<file path="config.mk">
export PLATFORM = sky130hd
export DESIGN_NAME = usb_ctl
export DESIGN_NICKNAME = d
export VERILOG_FILES = /design/src/rtl/usb_ctl_pkg.sv /design/src/rtl/usb_ctl.sv
export SDC_FILE = /design/constraint.sdc
export NUM_CORES = 1
export LEC_CHECK = 0
export BUFFER_PORTS_ARGS = -buffer_cell sky130_fd_sc_hd__buf_2
export CORE_MARGIN = 1
export CORE_UTILIZATION = 40
export CTS_BUF_LIST = sky130_fd_sc_hd__clkbuf_16
export DETAILED_ROUTE_END_ITERATION = 16
export PLACE_DENSITY = 0.66
export SYNTH_ARGS = -nofsm -noshare
export SYNTH_HDL_FRONTEND = slang
export SYNTH_SLANG_ARGS = --single-unit
</file>
<file path="constraint.sdc">
create_clock -name pclk -period 2.7 [get_ports pclk]
set_input_delay 0.135 -clock pclk [delete_from_list [all_inputs] [get_ports pclk]]
set_output_delay 0.135 -clock pclk [all_outputs]
set_load 0.02 [all_outputs]
</file>
<file path="src/rtl/usb_ctl_pkg.sv">
// package: register map, field positions and carrier types for the usb control block
package usb_ctl_pkg;
	// register byte offsets (no offsets printed; chosen here)
	localparam logic [7:0] OFS_ERR_EN = 8'h00;
	localparam logic [7:0] OFS_CONTROL = 8'h04;
	localparam logic [7:0] OFS_CONFIG = 8'h08;
	localparam logic [7:0] OFS_ERR_FLAGS = 8'h0C;
	localparam logic [7:0] OFS_IRQ_EN = 8'h10;
	localparam logic [7:0] OFS_STATUS = 8'h14;
	// error enable field positions
	localparam int BIT_STUFF_POS = 7;
	localparam int PID_POS = 0;
	localparam int ERR_W = 8;
	// control field positions
	localparam int CTL_IDLE_DIFFERENTIAL_FLAG_POS = 7;
	localparam int CTL_SE0_POS = 6;
	localparam int CTL_PACKET_PROCESSING_DISABLE_POS = 5;
	localparam int CTL_BUSRST_POS = 4;
	localparam int CTL_HOST_POS = 3;
	localparam int CTL_RESUME_POS = 2;
	// configuration field positions
	localparam int CFG_EYE_POS = 7;
	localparam int CFG_OEMON_POS = 6;
	localparam int CFG_SIDL_POS = 4;
	localparam int CFG_ASUSP_POS = 0;
	localparam logic [7:0] CFG_WMASK = 8'hD1;
	localparam logic [7:0] CTL_WMASK = 8'h3C;
	// module interrupt enable field
	localparam int IRQEN_ERR_POS = 1;
	// reset values
	localparam logic [7:0] ERR_EN_RST = 8'h00;
	localparam logic [7:0] CTL_RST = 8'h00;
	localparam logic [7:0] CFG_RST = 8'h00;
	// low-speed end of packet: two bit times of SE0 at 1.5 Mbit/s, about 1333 ns
	localparam int LS_EOP_NS = 1333;
	localparam int CLK_NS = 100;
	localparam int LS_EOP_CYC = (LS_EOP_NS + CLK_NS - 1) / CLK_NS;
	localparam int HRST_CYC = 2;

	typedef struct packed {
		logic j_state; // line in j state
		logic se0; // single-ended zero
		logic drive_active; // transceiver drives d+/d-
		logic setup_seen; // setup token received (pulse)
		logic token_active; // host token executing
		logic idle_mode; // system in idle
		logic sleep_mode; // system in sleep
		logic manual_suspend; // power control suspend bit
	} link_in_type;

	typedef struct packed {
		logic bus_reset_drive; // drive usb reset
		logic resume_drive; // drive resume k state
		logic eop_drive; // drive low-speed eop
		logic eye_pattern; // eye test output
		logic oe_monitor_n; // active-low oe monitor
		logic host_logic_rst; // host logic reset pulse
		logic packet_processing_disable; // token processing held
		logic halted; // module stopped
		logic suspended; // module suspended
		logic module_irq_flag; // usb interrupt request
	} link_out_type;
endpackage

</file>
<file path="src/rtl/usb_ctl.sv">
// usb control and error-enable register block with apb slave
`timescale 1ns/100ps
`default_nettype none
module usb_ctl (
	input wire logic pclk, // apb clock
	input wire logic presetn, // async reset, active low
	input wire logic psel, // apb select
	input wire logic penable, // apb enable
	input wire logic pwrite, // apb direction
	input wire logic [7:0] paddr, // apb byte address
	input wire logic [31:0] pwdata, // apb write data
	output logic [31:0] prdata, // apb read data
	output logic pready, // apb ready
	output logic pslverr, // apb error, unmapped address
	input wire logic [usb_ctl_pkg::ERR_W-1:0] err_event, // error event pulses
	input wire usb_ctl_pkg::link_in_type link_in, // line and system state
	output usb_ctl_pkg::link_out_type link_out // control outputs
);
	import usb_ctl_pkg::*;

	// ==========================================
	// state
	typedef struct packed {
		logic [7:0] err_en;
		logic [7:0] err_flags;
		logic [7:0] ctl;
		logic [7:0] cfg;
		logic [7:0] irq_en;
		logic [31:0] rdata;
		logic ready;
		logic slverr;
		logic [3:0] eop_cnt;
		logic [1:0] hrst_cnt;
		link_out_type out;
	} state_type;

	state_type s_q, s_d;

	function automatic logic hit(input logic [7:0] a, input logic [7:0] ofs);
		hit = (a == ofs);
	endfunction

	logic setup_phase;
	logic host;
	logic [7:0] ctl_rd;
	logic [7:0] err_masked;
	assign setup_phase = psel && !penable;
	assign host = s_q.ctl[CTL_HOST_POS];

	// ==========================================
	// next-state logic
	always_comb begin
		s_d = s_q;
		s_d.ready = 1'b0;
		s_d.slverr = 1'b0;
		// live line flags, busy indicator in host mode
		ctl_rd = s_q.ctl;
		ctl_rd[CTL_IDLE_DIFFERENTIAL_FLAG_POS] = link_in.j_state;
		ctl_rd[CTL_SE0_POS] = link_in.se0;
		if (host) begin
			ctl_rd[CTL_PACKET_PROCESSING_DISABLE_POS] = link_in.token_active;
		end
		// hardware records every error regardless of enable
		s_d.err_flags = s_q.err_flags | err_event;
		// apb access, answered one cycle after setup
		if (setup_phase) begin
			s_d.ready = 1'b1;
			s_d.rdata = 32'h0000_0000;
			if (pwrite) begin
				if (hit(paddr, OFS_ERR_EN)) begin
					s_d.err_en = pwdata[7:0];
				end else if (hit(paddr, OFS_CONTROL)) begin
					s_d.ctl = (s_q.ctl & ~CTL_WMASK) | (pwdata[7:0] & CTL_WMASK);
				end else if (hit(paddr, OFS_CONFIG)) begin
					s_d.cfg = pwdata[7:0] & CFG_WMASK;
				end else if (hit(paddr, OFS_ERR_FLAGS)) begin
					// write one to clear; a new event in the same cycle wins
					s_d.err_flags = (s_q.err_flags & ~pwdata[7:0]) | err_event;
				end else if (hit(paddr, OFS_IRQ_EN)) begin
					s_d.irq_en = pwdata[7:0];
				end else if (!hit(paddr, OFS_STATUS)) begin
					s_d.slverr = 1'b1;
				end
			end else begin
				if (hit(paddr, OFS_ERR_EN)) begin
					s_d.rdata[7:0] = s_q.err_en;
				end else if (hit(paddr, OFS_CONTROL)) begin
					s_d.rdata[7:0] = ctl_rd;
				end else if (hit(paddr, OFS_CONFIG)) begin
					s_d.rdata[7:0] = s_q.cfg;
				end else if (hit(paddr, OFS_ERR_FLAGS)) begin
					s_d.rdata[7:0] = s_q.err_flags;
				end else if (hit(paddr, OFS_IRQ_EN)) begin
					s_d.rdata[7:0] = s_q.irq_en;
				end else if (hit(paddr, OFS_STATUS)) begin
					s_d.rdata[7:0] = {6'h00, s_q.out.suspended, s_q.out.halted};
				end else begin
					s_d.slverr = 1'b1;
				end
			end
		end
		// setup token latches the disable in device mode; host ignores it
		if (!host && link_in.setup_seen) begin
			s_d.ctl[CTL_PACKET_PROCESSING_DISABLE_POS] = 1'b1;
		end
		// any toggle of host enable restarts host logic
		if (s_d.ctl[CTL_HOST_POS] != s_q.ctl[CTL_HOST_POS]) begin
			s_d.hrst_cnt = 2'(HRST_CYC);
		end else if (s_q.hrst_cnt != 2'h0) begin
			s_d.hrst_cnt = s_q.hrst_cnt - 2'h1;
		end
		// falling resume in host mode arms the low-speed eop
		if (host && s_q.ctl[CTL_RESUME_POS] && !s_d.ctl[CTL_RESUME_POS]) begin
			s_d.eop_cnt = 4'(LS_EOP_CYC);
		end else if (s_q.eop_cnt != 4'h0) begin
			s_d.eop_cnt = s_q.eop_cnt - 4'h1;
		end
		// enabled error mask; bit 1 is crc5 in device, eof in host, same flag line
		err_masked = s_q.err_flags & s_q.err_en;
		s_d.out.module_irq_flag = (|err_masked) && s_q.irq_en[IRQEN_ERR_POS];
		s_d.out.bus_reset_drive = s_d.ctl[CTL_BUSRST_POS];
		s_d.out.resume_drive = s_d.ctl[CTL_RESUME_POS];
		s_d.out.eop_drive = (s_d.eop_cnt != 4'h0);
		s_d.out.eye_pattern = s_d.cfg[CFG_EYE_POS];
		s_d.out.oe_monitor_n = !(s_d.cfg[CFG_OEMON_POS] && link_in.drive_active);
		s_d.out.host_logic_rst = (s_d.hrst_cnt != 2'h0);
		s_d.out.packet_processing_disable = !host && s_d.ctl[CTL_PACKET_PROCESSING_DISABLE_POS];
		s_d.out.halted = s_d.cfg[CFG_SIDL_POS] && link_in.idle_mode;
		// auto suspend in sleep, else only the manual power-control bit
		s_d.out.suspended = (s_d.cfg[CFG_ASUSP_POS] && link_in.sleep_mode)
			|| link_in.manual_suspend;
	end

	// ==========================================
	// state register
	always_ff @(posedge pclk or negedge presetn) begin
		if (!presetn) begin
			s_q <= '0;
			s_q.err_en <= ERR_EN_RST;
			s_q.ctl <= CTL_RST;
			s_q.cfg <= CFG_RST;
			s_q.out.oe_monitor_n <= 1'b1;
		end else begin
			s_q <= s_d;
		end
	end

	assign prdata = s_q.rdata;
	assign pready = s_q.ready;
	assign pslverr = s_q.slverr;
	assign link_out = s_q.out;
endmodule // usb_ctl
`default_nettype wire

</file>
# --- Word level (Yosys, flattened, before mapping) ---
# Index checks and enable logic that the tools add are counted.
totals:
  regBits: 62
  in_bits: 61
  out_inout_bits: 44
op_classes:
  addsub: 2
  n_eq_ne: 6
  n_mux: 31
  bitwise: 10
  n_reduce_logical: 23
ops:
  columns: ["op", "n"]
  rows:
  - ["$mux 8", 14]
  - ["$mux 66", 1]
  - ["$mux 32", 2]
  - ["$and 8x8->8", 2]
  - ["$eq 8x4->1 const B", 2]
  - ["$eq 8x5->1 const B", 2]
  - ["$mux 16", 1]
  - ["$or 8x8->8", 2]
  - ["$logic_and 1x1->1", 9]
  - ["$eq 8x3->1 const B", 1]
  - ["$logic_not 8->1", 1]
  - ["$mux 1", 8]
  - ["$mux 4", 2]
  - ["$not 8->8", 1]
  - ["$or 8x6->8", 1]
  - ["$reduce_bool 4->1", 2]
  - ["$reduce_or 8->1", 1]
  - ["$reduce_and 7->1", 1]
  - ["$mux 2", 3]
  - ["$logic_not 1->1", 4]
  - ["$not 1->1", 4]
  - ["$reduce_and 4->1", 1]
  - ["$reduce_bool 2->1", 2]
  - ["$sub 4x1->4 const B", 1]
  - ["4 further kinds", 4]

# --- Logic depth before layout (Yosys ltp) ---
# Gate-level depths: netlist of the first run.
depth:
  word_depth: 13
  ltp_mapped: 7
  ltp_nobuf: 6

# --- Worst setup path before layout of the first run ---
# Ideal clock, no wire load.
synth_timing:
  kind: "input port to flip-flop"
  from: "input paddr[4]"
  to: "register s_q[79] (netlist name)"
  setup_ps: 124
  t_arrival_ps: 1486
  setup_slack_ps: 1089
  cell_stages: 5
  n_path_buf: 1
  path_cell_list: "or4_1 buf_2 nor4_4 a21oi_1 or2_1"
synth_rtl:
  columns: ["element", "line_no", "rtl"]
  rows:
  - ["start, declared", "usb_ctl.sv:10", "input wire logic [7:0] paddr,"]
  - ["end, declared", "usb_ctl.sv:37", "state_type s_q, s_d;"]

==> results of run 1 <==
per-layer routing:
layer  global-route usage  up-vias  wire length [um]
li1                     -     1033                 -
met1                0.243     1038              3010
met2                0.257       87              2890
met3               0.0339        7               389
met4               0.0551        0                85
met5                    0        -                 0
power by group through the flow:
| stage | Combinational (W) | Clock [W] | Sequential [W] |
|---|---|---|---|
| detailed placement | 0.000334 | 0 | 0.000923 |
| finish | 0.000336 | 0.000627 | 0.000908 |
| floorplan | 0.000271 | 0 | 0.000915 |
| global placement | 0.000323 | 0 | 0.000919 |
| global route | 0.000379 | 0.000677 | 0.000914 |
| CTS | 0.000337 | 0.000638 | 0.000907 |
cell usage after synthesis, drive strengths merged (2+ instances only):
cell / number
a21boi: 2
a21o: 11
a21oi: 7
a221oi: 2
a22oi: 4
a31oi: 3
and2: 2
and3: 2
buf: 43
clkbuf: 8
dfrtp: 54
inv: 8
mux2: 21
mux2i: 4
nand2: 35
nand2b: 4
nand3: 4
nand4: 4
nor2: 11
nor2b: 9
nor3: 4
nor4: 3
o21ai: 9
o31a: 3
o31ai: 5
or2: 3
or3: 3
or4: 2
xnor2: 3
worst max path at each step:
stage | from | end | slack (ns) | depth (start not counted)
final | paddr[4] | s_q[79] | 0.97 | 5
after global routing | s_q[12] | s_q[13] | 0.85 | 6
after floorplan | paddr[4] | s_q[79] | 1.09 | 5
after detailed placement | paddr[4] | s_q[79] | 0.66 | 5
after global placement | paddr[4] | s_q[79] | 0.67 | 5
after CTS | paddr[4] | s_q[79] | 0.96 | 5
repair_timing:
| item | CTS | global route |
|---|---|---|
| buffers inserted | 0 | 0 |
| hold buffers | 2 | 0 |
| hold endpoints to repair | 27 | 0 |
flip-flops by register name (all words and copies together) (netlist names):
signal and flops:
s_q 35, prdata 8, link_out 7, ctl_rd 3
pready 1, pslverr 1
final cells by class:
cell class,count,area [um2]
multi-input combinational,198,1280
tap,96,120
inverter,8,30.0
clock buffer,5,125
timing repair buffer,61,323
sequential,55,1380
fill,664,3680
clock inverter,3,16.3
through the flow:
step / total power (W) / cell area (um2) / util / hold slack, ns / instances
3_3_place_gp: 0.00124 / 3110 / 0.447 / 0.184 / 416
2_1_floorplan: 0.00119 / 3030 / - / -0.161 / 312
5_1_grt: 0.00197 / 3270 / 0.471 / 0.00588 / 426
6_report: 0.00187 / 3270 / 0.471 / 0.0111 / 426
3_5_place_dp: 0.00126 / 3110 / 0.447 / 0.195 / 416
4_1_cts: 0.00188 / 3270 / 0.471 / 0.0107 / 426
layout by cell type, fill, tap and decap left out, drive strengths merged, types with 2 or more instances in the layout:
cell,count
buf,59
dfrtp,54
nand2,35
conb,24
mux2,21
a21o,11
nor2,11
inv,9
o21ai,9
nor2b,9
a21oi,7
o31ai,5
clkbuf,5
nand2b,4
nor3,4
nand4,4
a22oi,4
mux2i,4
nand3,4
xnor2,3
or3,3
o31a,3
a31oi,3
nor4,3
or2,3
or4,2
and2,2
and3,2
a21boi,2
a221oi,2
dlygate4sd3,2
logic make-up (layout without fill, tap and decap cells):
logic type,after synthesis,count (layout),synth area share
xor gates and xnor gates,3,3,0.00892
muxes,25,25,0.0938
adders and majority gates,1,1,0.00424
and+or+nand+nor,91,91,0.167
buffers and inverters,59,77,0.129
DFF,55,55,0.467
AOI/OAI and AO/OA,54,54,0.128
other,1,24,0.00127
==> impl_metrics.yaml, run 1 <==
clocking:
  worstSkewPairLatency_ns: 0.29
  cts.sinks: 55
  cts_resized: 0
  htree_levels: 2
  cts_root_buf: "clkbuf_16"
  clk_pin_slew_ns: 0.07
  cts_tree: "done"
  numCtsBuffers: 5
  cts_buffer_depth: 2
grt:
  grt_max_degree: 29
  grt_pass1_wl_um: 9870
  globalRouteTotalUtil: 0.169
  grt_overflow_total: 0
  antenna_found_initial: 0
  grt_pass1_vias: 1931
setup_path:
  start_kind: "input pin"
  slowest_delay_ns: 0.71
  worstPathRequired_ns: 2.88
  critPathMaxFanout: 8
  r2r_start: "s_q[12]"
  cp.buffers_inverters: 1
  crit_family: "simple AND/OR/NAND/NOR gates"
  path_class: "input pin to flop"
  reg2reg_setup_slack_ns: 0.98
  cp_slowest_cell: "or4_1"
  end_kind: "flop"
  reg2regPathDepth: 6
  crit_chain: "buf_2 > or4_1 > nor4_4 > a21oi_1 > or2_1"
  r2r_end: "s_q[13]"
  crit_arrival_ns: 1.92
min_path:
  worst_hold_startpoint: "err_event[1]"
  whs_endpoint: "s_q[75]"
  hold_class: "input pin to flop"
  hold_depth: 2
timing:
  setup-tns-final_ns: 0
  slew_violations: 0
  timing.final.ws_setup_ns: 0.969
  period_minus_slack_ns: 1.73
  setup_viol: 0
  max-slew-margin-rel: 0.580
  finalHoldViolCount: 0
  period_share: 0.641
  rsz0062_at_grt: "false"
  max_freq_mhz: 578
  fin_skew_ns: 0.00469
  tightest_slew_ns: 0.630
pwr:
  power.net_switching_w: 0.000522
  switching_share: 0.279
  comb_power_share: 0.179
  seqPwrFrac: 0.485
  powerDensity_mw_per_mm2: 573
  ir_drop_mv: 0.221
  p_leak_nw: 1.60
  p_clk_frac: 0.335
  p_int_w: 0.00135
floorplanning:
  io_pins: 105
  core_area_mm2: 0.00694
  initial_core_util: 0.425
  fp.dieW_um: 87.8
  die_h_um: 87.8
  rows: 30
  fp.dieArea_mm2: 0.00772
synth:
  synth_area_mm2: 0.00295
  synth_warnings: 0
  synthTopCellsByArea: "dfrtp_1 46%, buf_4 11%, mux2_2 8.0%, nand2_1 4.5%, a21o_1 2.8%"
  avgSynthCellArea_um2: 10.2
  yosysUniqueCellTypes: 48
  synth_seq_cells: 55
  netlist.area_leader.share: 0.458
  synthFlopType: "dfrtp_1"
  synth-async-reset-ratio: 1.00
  synth-edff-count: 0
  synthCells: 289
  yosys.area.top_type: "dfrtp_1"
  yosysSeqAreaShare: 0.467
placement:
  place_ws_ns: 0.664
  portBuffers: 56
  gp_congestion: 0.828
  hpwlAfterDp_um: 4850
final_layout:
  synthToLayoutAreaGrowth_pct: 10.9
  drive_gt1_frac: 0.282
  nNetsFinal: 391
  antenna-diode-count: 0
job:
  maxCapViolCount: 0
routing:
  ant_nets: 0
  firstDrtPassIters: 4
  routedWlPerCell_um: 14.9
  routed_via_density: 5.08
  vias: 2165
  drc_errors: 0
  drt_iter0_markers: 138
  wl_um: 6370
outcome:
  status: "finished, final reports clean"
Power figures use the tool's default switching activity.
==> run 2, diff against run 1 <==
clock period = 1.65 ns   (was 2.7 ns; I/O delays follow)
==> run 2 against run 1 <==
Core utilization is 4.7 points higher; critical path depth is 1 higher; die area stayed put; combinational power is 89% higher; sequential power is 64% higher; largest cell class unchanged; worst setup slack worse by 0.86 ns; sequential cell count stayed put; register-to-register slack worse by 0.88 ns; global-route usage is 1.2 points higher; non-clock buffer count is 33 higher; routed wire length is 3.3% higher; first-iteration DRC count is 1.4% lower.
==> impl_metrics.yaml, run 2 (synthesized netlist as in run 1, its figures left out) <==
final_layout:
  layout_commonest_cell: "buf_2"
  antenna-diode-count: 0
  largest_reg_flops: 35
  nNetsFinal: 424
  largest-register: "s_q"
  final_cells: 459
  synthToLayoutAreaGrowth_pct: 21.9
  fill_cells: 664
  layout_common_cells: "56 x buf_2, 54 x dfrtp_1, 35 x nand2_1"
  drive_gt1_frac: 0.325
grt:
  grt_pass1_wl_um: 10600
  antenna_found_initial: 0
  grt_overflow_total: 0
  globalRouteTotalUtil: 0.181
  grt_max_degree: 33
  grt_pass1_vias: 2163
clocking:
  htree_levels: 2
  numCtsBuffers: 5
  clk_pin_slew_ns: 0.07
  cts_tree: "done"
  cts_buffer_depth: 2
  cts_root_buf: "clkbuf_16"
  cts.sinks: 55
  worstSkewPairLatency_ns: 0.29
floorplanning:
  core_area_mm2: 0.00694
  fp.dieArea_mm2: 0.00772
  io_pins: 105
  fp.dieW_um: 87.8
  initial_core_util: 0.425
  rows: 30
  die_h_um: 87.8
routing:
  ant_nets: 0
  routedWlPerCell_um: 14.3
  vias: 2222
  drt_iter0_markers: 136
  routed_via_density: 4.84
  wl_um: 6580
  firstDrtPassIters: 4
  drc_errors: 0
pwr:
  powerDensity_mw_per_mm2: 918
  p_leak_nw: 1.77
  ir_drop_mv: 0.539
timing:
  rsz0062_at_grt: "false"
  period_minus_slack_ns: 1.55
  slew_violations: 0
  max-slew-margin-rel: 0.616
  setup_viol: 0
  holdWs_ns: 0.0107
  finalHoldViolCount: 0
  fin_skew_ns: 0.00458
  tightest_slew_ns: 0.576
  max_freq_mhz: 647
  period_share: 0.937
setup_path:
  path_class: "flop to flop"
  critPathMaxFanout: 5
  end_kind: "flop"
  start_kind: "flop"
  worstPathRequired_ns: 1.88
  crit_arrival_ns: 1.77
placement:
  dp.cells: 439
  gp_congestion: 0.824
  portBuffers: 56
  hpwlAfterDp_um: 5150
min_path:
  hold_class: "input pin to flop"
job:
  maxCapViolCount: 0
outcome:
  status: "finished, final reports clean"
[run 2: cell count changes in the layout (fill, tap and decap cells not counted), moves of 2 or more]
cell	previous run	this run
buf_12	0	2
buf_4	3	24
dlygate4sd3_1	2	12
nor2b_1	9	7
nor2b_2	0	2
[run 2: final timing paths]
check	slack, ns	from	to	cells past startpoint
setup / recovery	0.10	s_q[12]	s_q[13]	6
hold / removal	0.01	link_in[2]	link_out[2]	2
setup reg to reg	0.10	s_q[12]	s_q[13]	6
hold reg to reg	0.44	s_q[10]	s_q[10]	1
max in group asynchronous	0.76	presetn	s_q[88]	3
min in group asynchronous	0.33	presetn	pready	2
[run 2: repair_timing]
action                                  in CTS  in global routing
hold buffers                                12                  0
resized for setup                            0                  2
buffers inserted                             0                  0
endpoints found under the hold margin       32                  0
endpoints found under the setup margin       0                  1
[run 2: critical path, stage by stage (launching register included)]
cell and delay [ns]:
dfrtp_1 0.44, inv_1 0.08, ha_1 0.16, nor2b_2 0.19, nor2b_2 0.20, mux2_2 0.34, nand2_1 0.07
[run 2: power by group]
group | total [W] | internal, W | switching, W
registers | 0.00149 | 0.00142 | 0.0000678
logic | 0.000634 | 0.000291 | 0.000343
clock network | 0.00117 | 0.000709 | 0.000466
total | 0.00330 | 0.00242 | 0.000877
[run 2: final cells by class]
cell class | count | area [um2] | area share
Timing Repair Buffer | 94 | 621 | 0.173
Clock buffer | 5 | 125 | 0.0348
Sequential cell | 55 | 1380 | 0.383
Multi-Input combinational cell | 198 | 1280 | 0.357
Inverter | 8 | 30.0 | 0.00836
Tap cell | 96 | 120 | 0.0334
Clock inverter | 3 | 38.8 | 0.0108
[run 2: layer usage]
layer / global-route usage / vias up / share of wire / wire [um]
li1: - / 1089 / - / -
met1: 0.254 / 1043 / 0.47 / 3090
met2: 0.287 / 84 / 0.46 / 3000
met3: 0.0339 / 6 / 0.059 / 386
met4: 0.0522 / 0 / 0.015 / 101
met5: 0 / - / 0 / 0
[run 2: through the flow]
stage | total power, W | cell area (um2) | worst slack, ns | setup TNS, ns | util
after floorplan | 0.00194 | 3030 | 0.0918 | 0 | -
after global placement | 0.00208 | 3300 | -0.0397 | -0.0840 | 0.476
after detailed placement | 0.00212 | 3300 | -0.0636 | -0.163 | 0.476
after CTS | 0.00331 | 3590 | 0.00273 | 0 | 0.517
after global routing | 0.00346 | 3590 | 0.0526 | 0 | 0.517
final | 0.00330 | 3590 | 0.105 | 0 | 0.517
